**src/inc/sac_pkg.sv**
```systemverilog
/*
 * Shared constants of the conversion sequencer and averaging filter:
 * widths, timing counts, read thresholds and reset values.
 * Assumes a 50 MHz core clock; every timing count is derived from that rate.
 */
// Function
// - Reset on power-up or supply under 1V, then re-initialise when supply recovers.
// - Convert-start rising edge powers up the converter and starts a conversion.
// - A running conversion ignores further convert-start edges until it completes.
// - Busy stays high for the whole conversion and drops when it finishes.
// - Conversion is self-timed by the internal clock, at most 392ns.
// - After completion the converter powers down and acquires until next start.
// - Previous result can still be shifted out while powered down.
// - Conversion result register holds the latest 24-bit sample result.
// - Averaging block loads averaged results into the I/O register for serial readout.
// - Averaging supports block lengths from one to 65536 results.
// - Reading every result before the next conversion makes the filter transparent.
// - Host may stop after 20 of 24 clocks; data leaves most significant bit first.
// - Filter accumulates until a read; a read restarts the average at the next result.
// - Sum is divided by M, the next power of two at or above N.
// - 2Msps needs at least 4 averaged results and a read spread over cycles.
// - One to nineteen serial clocks between busy falls leave the I/O register unchanged.
// - First serial clock rise of a read starts it and resets the filter.

package sac_pkg;
    localparam int RES_W          = 24;
    localparam int CNT_W          = 17;
    localparam int ACC_W          = RES_W + CNT_W;
    localparam int MAX_AVG        = 65536;
    localparam int SHIFT_MAX      = 16;
    localparam int SHIFT_W        = 5;
    localparam int SCK_CNT_W      = 5;
    localparam int CONV_CNT_W     = 5;

    localparam int CLK_PERIOD_NS  = 20;
    localparam int CONV_TIME_NS   = 392;
    // Longest time, so rounded down
    localparam int CONV_CYC       = (CONV_TIME_NS / CLK_PERIOD_NS < 1) ? 1 : CONV_TIME_NS / CLK_PERIOD_NS;
    localparam int REINIT_TIME_US = 200;
    localparam int REINIT_CYC     = (REINIT_TIME_US * 1000 + CLK_PERIOD_NS - 1) / CLK_PERIOD_NS;

    localparam logic [SCK_CNT_W-1:0] SCK_FULL_READ = 5'h14;
    localparam logic [RES_W-1:0]     IO_RST        = 24'h000000;
    localparam logic [ACC_W-1:0]     ACC_RST       = 41'h00000000000;
    localparam logic [CNT_W-1:0]     CNT_RST       = 17'h00000;
    localparam logic [CNT_W-1:0]     CNT_MAX       = 17'h1FFFF;
    localparam logic [4:0]           BIT_MSB       = 5'h17;
endpackage

```
**src/design/sac_sync.sv**
```systemverilog
/*
 * Two flip-flop synchroniser for a group of single-bit pin inputs.
 * Assumes each bit is a level from outside the core clock domain.
 */
`timescale 1ns/1ps
`default_nettype none

module sac_sync #(
    parameter int W = 1
) (
    input  wire logic         core_clk_in,
    input  wire logic         rst_n_in,
    input  wire logic [W-1:0] din_in,
    output logic      [W-1:0] dout_out
);
    logic [W-1:0] meta_q;

    initial begin
        if (W < 1) $error("sac_sync: width must be at least one");
    end

    // First stage feeds only the second stage
    always_ff @(posedge core_clk_in or negedge rst_n_in) begin
        if (!rst_n_in) begin
            meta_q   <= '0;
            dout_out <= '0;
        end else begin
            meta_q   <= din_in;
            dout_out <= meta_q;
        end
    end
endmodule
`default_nettype wire

```
**src/design/sac_conv_avg_ctrl.sv**
```systemverilog
/*
 * Conversion sequencer, result register, boxcar decimator and serial
 * output register of the converter's digital core.
 * Assumes supply_low_in comes from an analog supply comparator, the pins
 * are asynchronous, and core_result_in is stable when busy falls.
 */
`timescale 1ns/1ps
`default_nettype none

module sac_conv_avg_ctrl
    import sac_pkg::*;
#(
    parameter int REINIT_CYCLES = sac_pkg::REINIT_CYC
) (
    input  wire logic                      core_clk_in,
    input  wire logic                      rst_n_in,
    input  wire logic                      supply_low_in,
    input  wire logic                      convert_start_in,
    input  wire logic                      sck_in,
    input  wire logic [sac_pkg::RES_W-1:0] core_result_in,
    output logic                           busy_out,
    output logic                           sdo_out,
    output logic                           power_up_out,
    output logic                           acquire_out,
    output logic                           ready_out
);
    import sac_pkg::*;

    initial begin
        if (REINIT_CYCLES < 1 || REINIT_CYCLES > 1000000)
            $error("sac_conv_avg_ctrl: REINIT_CYCLES out of range");
    end

    ////////////////////////////////////////////////////////////////////
    // Pin synchronisation and edge detection

    logic [2:0] pins_s;
    logic       supply_low_s;
    logic       cnv_s;
    logic       sck_s;
    logic       cnv_d1_q;
    logic       sck_d1_q;

    sac_sync #(.W(3)) u_sync (
        .core_clk_in (core_clk_in),
        .rst_n_in    (rst_n_in),
        .din_in      ({supply_low_in, convert_start_in, sck_in}),
        .dout_out    (pins_s)
    );

    assign supply_low_s = pins_s[2];
    assign cnv_s        = pins_s[1];
    assign sck_s        = pins_s[0];

    always_ff @(posedge core_clk_in or negedge rst_n_in) begin
        if (!rst_n_in) begin
            cnv_d1_q <= 1'b0;
            sck_d1_q <= 1'b0;
        end else begin
            cnv_d1_q <= cnv_s;
            sck_d1_q <= sck_s;
        end
    end

    wire cnv_rise = cnv_s & ~cnv_d1_q;
    wire sck_rise = sck_s & ~sck_d1_q;

    ////////////////////////////////////////////////////////////////////
    // Power-on reset and re-initialisation wait

    logic [19:0] reinit_cnt_q;
    logic        ready_q;

    always_ff @(posedge core_clk_in or negedge rst_n_in) begin
        if (!rst_n_in) begin
            reinit_cnt_q <= 20'(REINIT_CYCLES);
            ready_q      <= 1'b0;
        end else if (supply_low_s) begin
            reinit_cnt_q <= 20'(REINIT_CYCLES);
            ready_q      <= 1'b0;
        end else if (reinit_cnt_q != 20'h00000) begin
            reinit_cnt_q <= reinit_cnt_q - 20'h00001;
            ready_q      <= (reinit_cnt_q == 20'h00001);
        end
    end

    // Whole core held while supply is low or re-initialising
    wire soft_rst = supply_low_s | ~ready_q;

    ////////////////////////////////////////////////////////////////////
    // Conversion sequencing on the internal clock

    logic                  busy_q;
    logic [CONV_CNT_W-1:0] conv_cnt_q;
    logic [RES_W-1:0]      result_q;

    wire conv_start = cnv_rise & ~busy_q & ~soft_rst;
    wire conv_done  = busy_q & (conv_cnt_q == CONV_CNT_W'(1));

    always_ff @(posedge core_clk_in or negedge rst_n_in) begin
        if (!rst_n_in) begin
            busy_q     <= 1'b0;
            conv_cnt_q <= '0;
        end else if (soft_rst) begin
            busy_q     <= 1'b0;
            conv_cnt_q <= '0;
        end else if (conv_start) begin
            busy_q     <= 1'b1;
            conv_cnt_q <= CONV_CNT_W'(CONV_CYC);
        end else if (busy_q) begin
            busy_q     <= ~conv_done;
            conv_cnt_q <= conv_cnt_q - CONV_CNT_W'(1);
        end
    end

    always_ff @(posedge core_clk_in or negedge rst_n_in) begin
        if (!rst_n_in)
            result_q <= IO_RST;
        else if (soft_rst)
            result_q <= IO_RST;
        else if (conv_done)
            result_q <= core_result_in;
    end

    ////////////////////////////////////////////////////////////////////
    // Read tracking: serial clocks counted between busy falls

    logic                 read_act_q;
    logic [SCK_CNT_W-1:0] sck_cyc_q;

    wire rd_start = sck_rise & ~read_act_q;
    // Partial counts let one read span several conversions
    wire upd_ok   = (sck_cyc_q == '0) | (sck_cyc_q >= SCK_FULL_READ);
    wire io_load  = conv_done & upd_ok;

    always_ff @(posedge core_clk_in or negedge rst_n_in) begin
        if (!rst_n_in) begin
            sck_cyc_q <= '0;
        end else if (soft_rst) begin
            sck_cyc_q <= '0;
        end else if (conv_done) begin
            sck_cyc_q <= SCK_CNT_W'(sck_rise);
        end else if (sck_rise && sck_cyc_q < SCK_FULL_READ) begin
            sck_cyc_q <= sck_cyc_q + SCK_CNT_W'(1);
        end
    end

    always_ff @(posedge core_clk_in or negedge rst_n_in) begin
        if (!rst_n_in)
            read_act_q <= 1'b0;
        else if (soft_rst)
            read_act_q <= 1'b0;
        else if (rd_start)
            read_act_q <= 1'b1;
        else if (io_load)
            read_act_q <= 1'b0;
    end

    ////////////////////////////////////////////////////////////////////
    // Boxcar decimator: accumulate, then scale by next power of two

    logic [ACC_W-1:0] acc_q;
    logic [CNT_W-1:0] n_q;

    function automatic logic [SHIFT_W-1:0] avg_shift(input logic [CNT_W-1:0] n);
        logic [SHIFT_W-1:0] s;
        s = '0;
        for (int i = 0; i < SHIFT_MAX; i++) begin
            if ((CNT_W'(1) << i) < n) s = SHIFT_W'(i + 1);
        end
        return s;
    endfunction

    wire [ACC_W-1:0]   res_ext  = {{CNT_W{core_result_in[RES_W-1]}}, core_result_in};
    wire [ACC_W-1:0]   new_sum  = acc_q + res_ext;
    wire [CNT_W-1:0]   n_next   = (n_q == CNT_MAX) ? n_q : n_q + CNT_W'(1);
    wire [SHIFT_W-1:0] shift_w  = avg_shift(n_next);
    wire [ACC_W-1:0]   avg_full = ACC_W'($signed(new_sum) >>> shift_w);
    // Beyond 65536 results the gain exceeds one, so clamp
    wire               sat_ok   = (&avg_full[ACC_W-1:RES_W-1]) | ~(|avg_full[ACC_W-1:RES_W-1]);
    wire [RES_W-1:0]   avg_res  = sat_ok ? avg_full[RES_W-1:0]
                                         : {avg_full[ACC_W-1], {(RES_W-1){~avg_full[ACC_W-1]}}};

    always_ff @(posedge core_clk_in or negedge rst_n_in) begin
        if (!rst_n_in) begin
            acc_q <= ACC_RST;
            n_q   <= CNT_RST;
        end else if (soft_rst) begin
            acc_q <= ACC_RST;
            n_q   <= CNT_RST;
        end else if (rd_start) begin
            acc_q <= conv_done ? res_ext : ACC_RST;
            n_q   <= conv_done ? CNT_W'(1) : CNT_RST;
        end else if (conv_done) begin
            acc_q <= new_sum;
            n_q   <= n_next;
        end
    end

    ////////////////////////////////////////////////////////////////////
    // I/O register and serial shift-out, MSB first

    logic [RES_W-1:0] io_q;
    logic [4:0]       bit_idx_q;
    logic             sdo_q;

    always_ff @(posedge core_clk_in or negedge rst_n_in) begin
        if (!rst_n_in)
            io_q <= IO_RST;
        else if (soft_rst)
            io_q <= IO_RST;
        else if (io_load)
            io_q <= avg_res;
    end

    always_ff @(posedge core_clk_in or negedge rst_n_in) begin
        if (!rst_n_in)
            bit_idx_q <= BIT_MSB;
        else if (soft_rst || io_load)
            bit_idx_q <= BIT_MSB;
        else if (sck_rise && bit_idx_q != 5'h00)
            bit_idx_q <= bit_idx_q - 5'h01;
    end

    always_ff @(posedge core_clk_in or negedge rst_n_in) begin
        if (!rst_n_in)
            sdo_q <= 1'b0;
        else
            sdo_q <= io_q[bit_idx_q];
    end

    assign busy_out     = busy_q;
    assign sdo_out      = sdo_q;
    assign power_up_out = busy_q;
    assign acquire_out  = ready_q & ~busy_q;
    assign ready_out    = ready_q;
endmodule
`default_nettype wire

```
**config.mk**
```make
export PLATFORM = sky130hd
export DESIGN_NAME = sac_conv_avg_ctrl
export DESIGN_NICKNAME = d
export VERILOG_FILES = /design/src/inc/sac_pkg.sv /design/src/design/sac_sync.sv /design/src/design/sac_conv_avg_ctrl.sv
export SDC_FILE = /design/constraint.sdc
export NUM_CORES = 1
export LEC_CHECK = 0
export BUFFER_PORTS_ARGS = -buffer_cell sky130_fd_sc_hd__clkbuf_2
export CORE_MARGIN = 1
export CORE_UTILIZATION = 60
export DETAILED_ROUTE_END_ITERATION = 10
export PLACE_DENSITY = 0.76
export SETUP_SLACK_MARGIN = 0.1
export SYNTH_ARGS = -nofsm -noshare
export SYNTH_HDL_FRONTEND = slang
export SYNTH_SLANG_ARGS = --single-unit
```
**constraint.sdc**
```tcl
create_clock -name core_clk_in -period 15.1 [get_ports core_clk_in]
set_input_delay 0 -clock core_clk_in [delete_from_list [all_inputs] [get_ports core_clk_in]]
set_output_delay 0 -clock core_clk_in [all_outputs]
set_load 0.05 [all_outputs]
```
**Yosys cells after proc, flatten, opt, wreduce, memory -nomap -nowiden**

Index checks and enable logic that the tools add are counted.

- Register bits: 129
- Input bits: 29
- Output and inout bits: 5

- Add/sub/neg operators: 6
- Magnitude comparators: 19
- Equality and inequality tests: 3
- Shifts and indexed selects: 1
- Muxes and demuxes: 48
- Bitwise gates (word level): 20
- Reductions and logical operators: 15

Operators with widths:

| cell | count |
|---|---|
| 41-bit 2-to-1 mux | 4 |
| 5-bit 2-to-1 mux | 23 |
| 24-bit 2-to-1 mux | 3 |
| 17-bit 2-to-1 mux | 4 |
| 41-bit adder | 1 |
| 41-bit by 5-bit >>> shifter with 41-bit output | 1 |
| 20-bit 2-to-1 mux | 2 |
| 20-bit by 1-bit == test with 1-bit output (second input constant) | 1 |
| 20-bit nonzero test | 1 |
| 20-bit by 1-bit subtractor with 20-bit output (second input constant) | 1 |
| 18-bit AND reduction | 1 |
| 18-bit OR reduction | 1 |
| 17-bit by 1-bit adder with 17-bit output (second input constant) | 1 |
| 17-bit == test (second input constant) | 1 |
| 1-bit by 17-bit less-than comparator with 1-bit output (first input constant) | 1 |
| 10-bit by 17-bit less-than comparator with 1-bit output (first input constant) | 1 |
| 11-bit by 17-bit less-than comparator with 1-bit output (first input constant) | 1 |
| 12-bit by 17-bit less-than comparator with 1-bit output (first input constant) | 1 |
| 13-bit by 17-bit less-than comparator with 1-bit output (first input constant) | 1 |
| 14-bit by 17-bit less-than comparator with 1-bit output (first input constant) | 1 |
| 15-bit by 17-bit less-than comparator with 1-bit output (first input constant) | 1 |
| 16-bit by 17-bit less-than comparator with 1-bit output (first input constant) | 1 |
| 2-bit by 17-bit less-than comparator with 1-bit output (first input constant) | 1 |
| 3-bit by 17-bit less-than comparator with 1-bit output (first input constant) | 1 |
| 23 further kinds | 57 |

**Longest topological paths before layout**

- Depth after elaboration: 26
- Depth in mapped cells: 23
- Mapped depth without buffers: 17

**Modules after synthesis**

A second synthesis with hierarchy kept.

- Cell total of the unflattened synthesis: 1502
- Area, all modules: 11951.5 µm²

By module, submodules not included:

| module | instances | cells each | area each (µm²) |
|---|---|---|---|
| sac_conv_avg_ctrl | 1 | 1496 | 11801.3 |
| sac_sync | 1 | 6 | 150.1 |

**Least setup slack after synthesis**

OpenSTA, ideal clock, no wires.

- Kind: flip-flop to flip-flop
- From: register n_q[1]
- To: register io_q[22]
- Arrival: 4.906 ns
- Required time: 14.974 ns
- Setup slack: 10.067 ns
- Cell stages (with the launch flop): 21
- Path buffers: 4
- Path through: dfrtp_1 > ha_1 > buf_2 > nand4_4 > a211oi_1 > a2bb2oi_2 > nand4_2 > or3_1 > clkbuf_1 > o21a_1 > buf_6 > a31oi_4 > mux2_2 > o22ai_1 > a21oi_1 > a221o_1 > and4bb_1 > a32oi_2 > o21ba_2 > buf_6 > a221o_1

- Longest elaborated chain between the ends: 26

Ends and longest elaborated chain:

| element | RTL line | RTL |
|---|---|---|
| start, declared | sac_conv_avg_ctrl.sv:163 | `logic [CNT_W-1:0] n_q;` |
| start signal, assigned | sac_conv_avg_ctrl.sv:193 | `n_q <= conv_done ? CNT_W'(1) : CNT_RST;` |
| start signal, assigned | sac_conv_avg_ctrl.sv:196 | `n_q <= n_next;` |
| 17-bit by 1-bit adder with 17-bit output or 17-bit == test (tied branches) | sac_conv_avg_ctrl.sv:176 | `wire [CNT_W-1:0] n_next = (n_q == CNT_MAX) ? n_q : n_q + CNT_W'(1);` |
| 17-bit 2-to-1 mux * | sac_conv_avg_ctrl.sv:176 |  |
| 1-bit by 17-bit less-than comparator with 1-bit output | sac_conv_avg_ctrl.sv:169 | `if ((CNT_W'(1) << i) < n) s = SHIFT_W'(i + 1);` |
| 1-bit 2-to-1 mux | sac_conv_avg_ctrl.sv:169 |  |
| 5-bit 2-to-1 mux (14 in a row) | sac_conv_avg_ctrl.sv:169 |  |
| 5-bit 2-to-1 mux * | sac_conv_avg_ctrl.sv:169 |  |
| 41-bit by 5-bit >>> shifter with 41-bit output * | sac_conv_avg_ctrl.sv:178 | `wire [ACC_W-1:0] avg_full = ACC_W'($signed(new_sum) >>> shift_w);` |
| 18-bit OR reduction | sac_conv_avg_ctrl.sv:180 | `wire sat_ok = (&avg_full[ACC_W-1:RES_W-1]) \| ~(\|avg_full[ACC_W-1:RES_W-1]);` |
| 1-bit inverter | sac_conv_avg_ctrl.sv:180 |  |
| 1-bit OR | sac_conv_avg_ctrl.sv:180 |  |
| 24-bit 2-to-1 mux * | sac_conv_avg_ctrl.sv:181 | `wire [RES_W-1:0] avg_res = sat_ok ? avg_full[RES_W-1:0]` |
| 24-bit 2-to-1 mux * | sac_conv_avg_ctrl.sv:212 | `else if (io_load)` |
| 24-bit 2-to-1 mux * | sac_conv_avg_ctrl.sv:210 | `else if (soft_rst)` |
| end signal, assigned | sac_conv_avg_ctrl.sv:213 | `io_q <= avg_res;` |
| end, declared | sac_conv_avg_ctrl.sv:203 | `logic [RES_W-1:0] io_q;` |

Mark *: on every way between the ends. The rest lies on a longest branch, timed or not. The select of a mux whose other input is x is not followed.
A chain may end at the register's enable or synchronous reset.

**Worst setup path after layout**

- From: register n_q[0]
- To: register io_q[22]

Same word-level chain as after synthesis.

==> impl_metrics.py <==
metrics = {
    "sta": {
        "worstMarginPinSlew_ns": 1.08,
        "slew_viol_final": 0,
        "finalSetupViolCount": 0,
        "fmax_mhz": 132,
        "hold_ws_ns": 0.0385,
        "rsz0062_at_grt": "no",
        "fin_tns_setup_ns": 0,
        "slew_headroom_pct": 27.2,
        "finalCritPeriodShare_pct": 50.2,
        "skew_ns": 0.0152,
        "period_needed_ns": 7.58,
        "hold_viol": 0,
    },
    "drt": {
        "drt_iter0_markers": 1227,
        "viasPerCell": 6.61,
        "first_pass_iters": 9,
        "num_vias": 11800,
        "wl_per_cell_um": 19.5,
        "finalWirelength_mm": 34.9,
        "antenna_left": 0,
        "drc": 0,
    },
    "clocking": {
        "cts_tree": "built",
        "htreeDepth": 4,
        "clock_path_buffers": 2,
        "cts_buffers": 17,
        "cts_root_buf": "clkbuf_16",
        "numClockSinks": 129,
        "clkTransAtPathRegs_ns": 0.07,
        "clk_latency_ns": 0.44,
        "postCtsResizedCells": 0,
    },
    "placement": {
        "placed_cells": 1729,
        "hpwl_mm": 24.7,
        "gp_congestion": 0.968,
        "io_buffers": 33,
    },
    "cells_and_area": {
        "stdcell_count": 1785,
        "final_nets": 1586,
        "antenna_cells": 0,
        "area_delta_synth_final_pct": 8.82,
        "nFillCells": 1687,
        "drive_gt1_share_pct": 10.1,
    },
    "floorplanning": {
        "dieArea_um2": 20300,
        "dieHeight_um": 143,
        "core_area_um2": 19400,
        "row_count": 51,
        "io_pins": 34,
        "initial_core_util_pct": 61.2,
        "dieWidth_um": 143,
    },
    "synthesis": {
        "yosys-top-cells-area": "dfrtp_1, a21oi_1, nand2_1",
        "ys_top_cells_by_count": "nand2_1, nor2_1, a21oi_1, dfrtp_1, o21ai_0",
        "ys_seq_area_share_pct": 27.3,
        "synth_most_common_cell": "nand2_1",
        "synth_warnings": 0,
        "synth_top_area_share_pct": 25.3,
        "yosysTopAreaCell": "dfrtp_1",
        "synth_edf_count": 0,
        "synth_cell_type_count": 104,
        "syn_area_per_cell_um2": 7.89,
        "syn_area_um2": 11900,
        "async_flop_share_pct": 100,
        "ys_seq_elements": 129,
        "synth_fp_nets": 1583,
        "synthesis.instances": 1504,
        "ys.flop_type": "dfrtp_1",
    },
    "critical_path": {
        "cp-start-kind": "flop",
        "required_ns": 15.46,
        "rrSetupSlack_ns": 7.52,
        "crit_type": "flop to flop",
        "cpPeakStageDelay_ns": 0.84,
        "r2r_end": "io_q[22]$_DFFE_PN0N_",
        "cp-end-kind": "flop",
        "cp.arrival_ns": 7.94,
        "cp_common_cell": "a221o_1",
        "path_cells": "ha_1 -> nand4_4 -> nor3_2 -> xor2_1 -> o31ai_2 -> nand4_1 -> a31o_2 -> a31oi_4 -> mux2_2 -> o22ai_1 -> a21oi_1 -> a221o_1 -> and4bb_1 -> a32oi_2 -> o32ai_4 -> a221o_1",
        "crit_slowest_cell": "o32ai_4",
        "r2r_cells": 16,
        "rr_startpoint": "n_q[0]$_DFFE_PN0P_",
        "crit_path_max_fanout": 27,
    },
    "pwr": {
        "power_frac_comb_pct": 12.2,
        "powerDensity_nw_per_um2": 68.4,
        "power_leakage_nw": 5.72,
        "p_seq_share_pct": 40.1,
        "total_power_w": 0.000883,
        "p_clk_share_pct": 47.7,
        "internal_power_w": 0.000611,
        "peakVddDrop_v": 0.0000691,
        "p_sw_w": 0.000272,
        "swShare_pct": 30.8,
    },
    "hold_path": {
        "whs_endpoint": "acc_q[21]$_DFFE_PN0P_",
        "whs_path_depth": 5,
        "min-delay-start": "core_result_in[21]",
        "hold_class": "input pin to flop",
    },
    "outcome": {
        "status": "finished clean",
    },
    "global_routing": {
        "first_global_vias": 10700,
        "grt_max_degree": 80,
        "grt-ovfl-total": 0,
        "grt_pass1_wl_mm": 55.5,
        "grt_antenna_before_repair": 0,
        "grtUsageTotal_pct": 34.8,
    },
    "run": {
        "cap_violations": 0,
    },
}
[timing repair]
action,4_1_cts,5_1_grt
endpoints found under the hold margin,73,0
setup buffers,0,0
endpoints found under the setup margin,0,0
hold buffers,24,0
[sequential cells by signal, indices dropped and copies added, names as in the netlist]
| name | count |
|---|---|
| u_sync.meta_q | 3 |
| io_q | 24 |
| busy_out | 1 |
| conv_cnt_q | 5 |
| bit_idx_q | 5 |
| reinit_cnt_q | 20 |
| sdo_out | 1 |
| acc_q | 41 |
| read_act_q | 1 |
| cnv_d1_q | 1 |
| sck_d1_q | 1 |
| ready_out | 1 |
| n_q | 17 |
| sck_cyc_q | 5 |
| u_sync.dout_out | 3 |
[worst max path at each step]
stage	startpoint	depth (start not counted)	end
finish	n_q[0]$_DFFE_PN0P_	16	io_q[22]$_DFFE_PN0N_
global route	n_q[0]$_DFFE_PN0P_	16	io_q[22]$_DFFE_PN0N_
global placement	n_q[0]$_DFFE_PN0P_	16	io_q[22]$_DFFE_PN0N_
detailed placement	n_q[0]$_DFFE_PN0P_	16	io_q[15]$_DFFE_PN0N_
floorplan	n_q[1]$_DFFE_PN0P_	20	io_q[22]$_DFFE_PN0N_
CTS	n_q[0]$_DFFE_PN0P_	16	io_q[22]$_DFFE_PN0N_
[placed cells by master, fill, tap and decap left out, types with 7 or more instances in the layout]
cell and n:
a31oi_1 16, clkbuf_16 17, inv_1 31, nand3_1 40, nor2b_1 9, and2_1 11
and3_1 13, nor4_1 14, or3_1 14, o211ai_1 13, dlygate4sd3_1 24, mux2_2 7
a221o_1 26, nor2_1 177, o21a_1 9, a221oi_1 9, o31ai_1 12, mux2i_1 48
a211oi_1 27, nand2_1 203, buf_4 18, a22oi_1 11, dfrtp_1 120, and4_1 7
nand2b_1 11, o21ai_0 78, nand4_1 15, clkbuf_2 32, nor3_1 38, a21o_1 16
xor2_1 36, xnor2_1 38, a21oi_1 160, o22ai_1 17, dfstp_2 9, ha_1 49
[power by group through the flow]
| stage | Clock, W | Sequential (W) | Combinational (W) |
|---|---|---|---|
| 2_1_floorplan | 0 | 0.000359 | 0.0000643 |
| 3_3_place_gp | 0 | 0.000361 | 0.0000983 |
| 3_5_place_dp | 0 | 0.000361 | 0.0000993 |
| 4_1_cts | 0.000429 | 0.000354 | 0.000105 |
| 5_1_grt | 0.000442 | 0.000355 | 0.000117 |
| 6_report | 0.000421 | 0.000354 | 0.000108 |
[layer usage]
layer,vias up,part of all wire [%],GRT usage (%)
li1,5564,-,-
met1,5608,44,48.7
met2,568,44,53.1
met3,67,9.0,7.14
met4,0,2.2,12.3
met5,-,0,0
[cell families after synthesis]
group	after synthesis	share of synthesized area, %
muxes	66	6.38
adders and majority gates	50	5.33
DFF	129	27.3
and+or+nand+nor	592	23.8
xor gates and xnor gates	74	5.46
AOI/OAI and AO/OA	471	26.9
buffers and inverters	122	4.74
[cell type report]
class	instances	area [um2]	area share, %
Clock buffer	17	425	3.29
Clock inverter	15	179	1.39
Timing Repair Buffer	75	547	4.23
Multi-Input combinational cell	1253	8080	62.5
Tap cell	265	332	2.57
Inverter	31	116	0.901
Sequential cell	129	3240	25.1
[through the flow]
stage	setup WS, ns	util (%)	area (um2)
floorplan	10.07	-	11900
global placement	8.04	62.2	12100
finish	7.52	66.6	12900
detailed placement	7.79	62.2	12100
global route	7.11	66.6	12900
CTS	7.72	66.6	12900
[worst max-delay path, delay by kind of cell, from the launching register on]
family / cells / cell delay (ns)
simple gates: 4 / 2.01
xor+xnor: 1 / 0.21
fa+ha+maj: 1 / 0.46
flops: 1 / 0.54
compound gates: 9 / 3.83
mux: 1 / 0.45
Note: power is estimated with default switching activity, not from simulation.
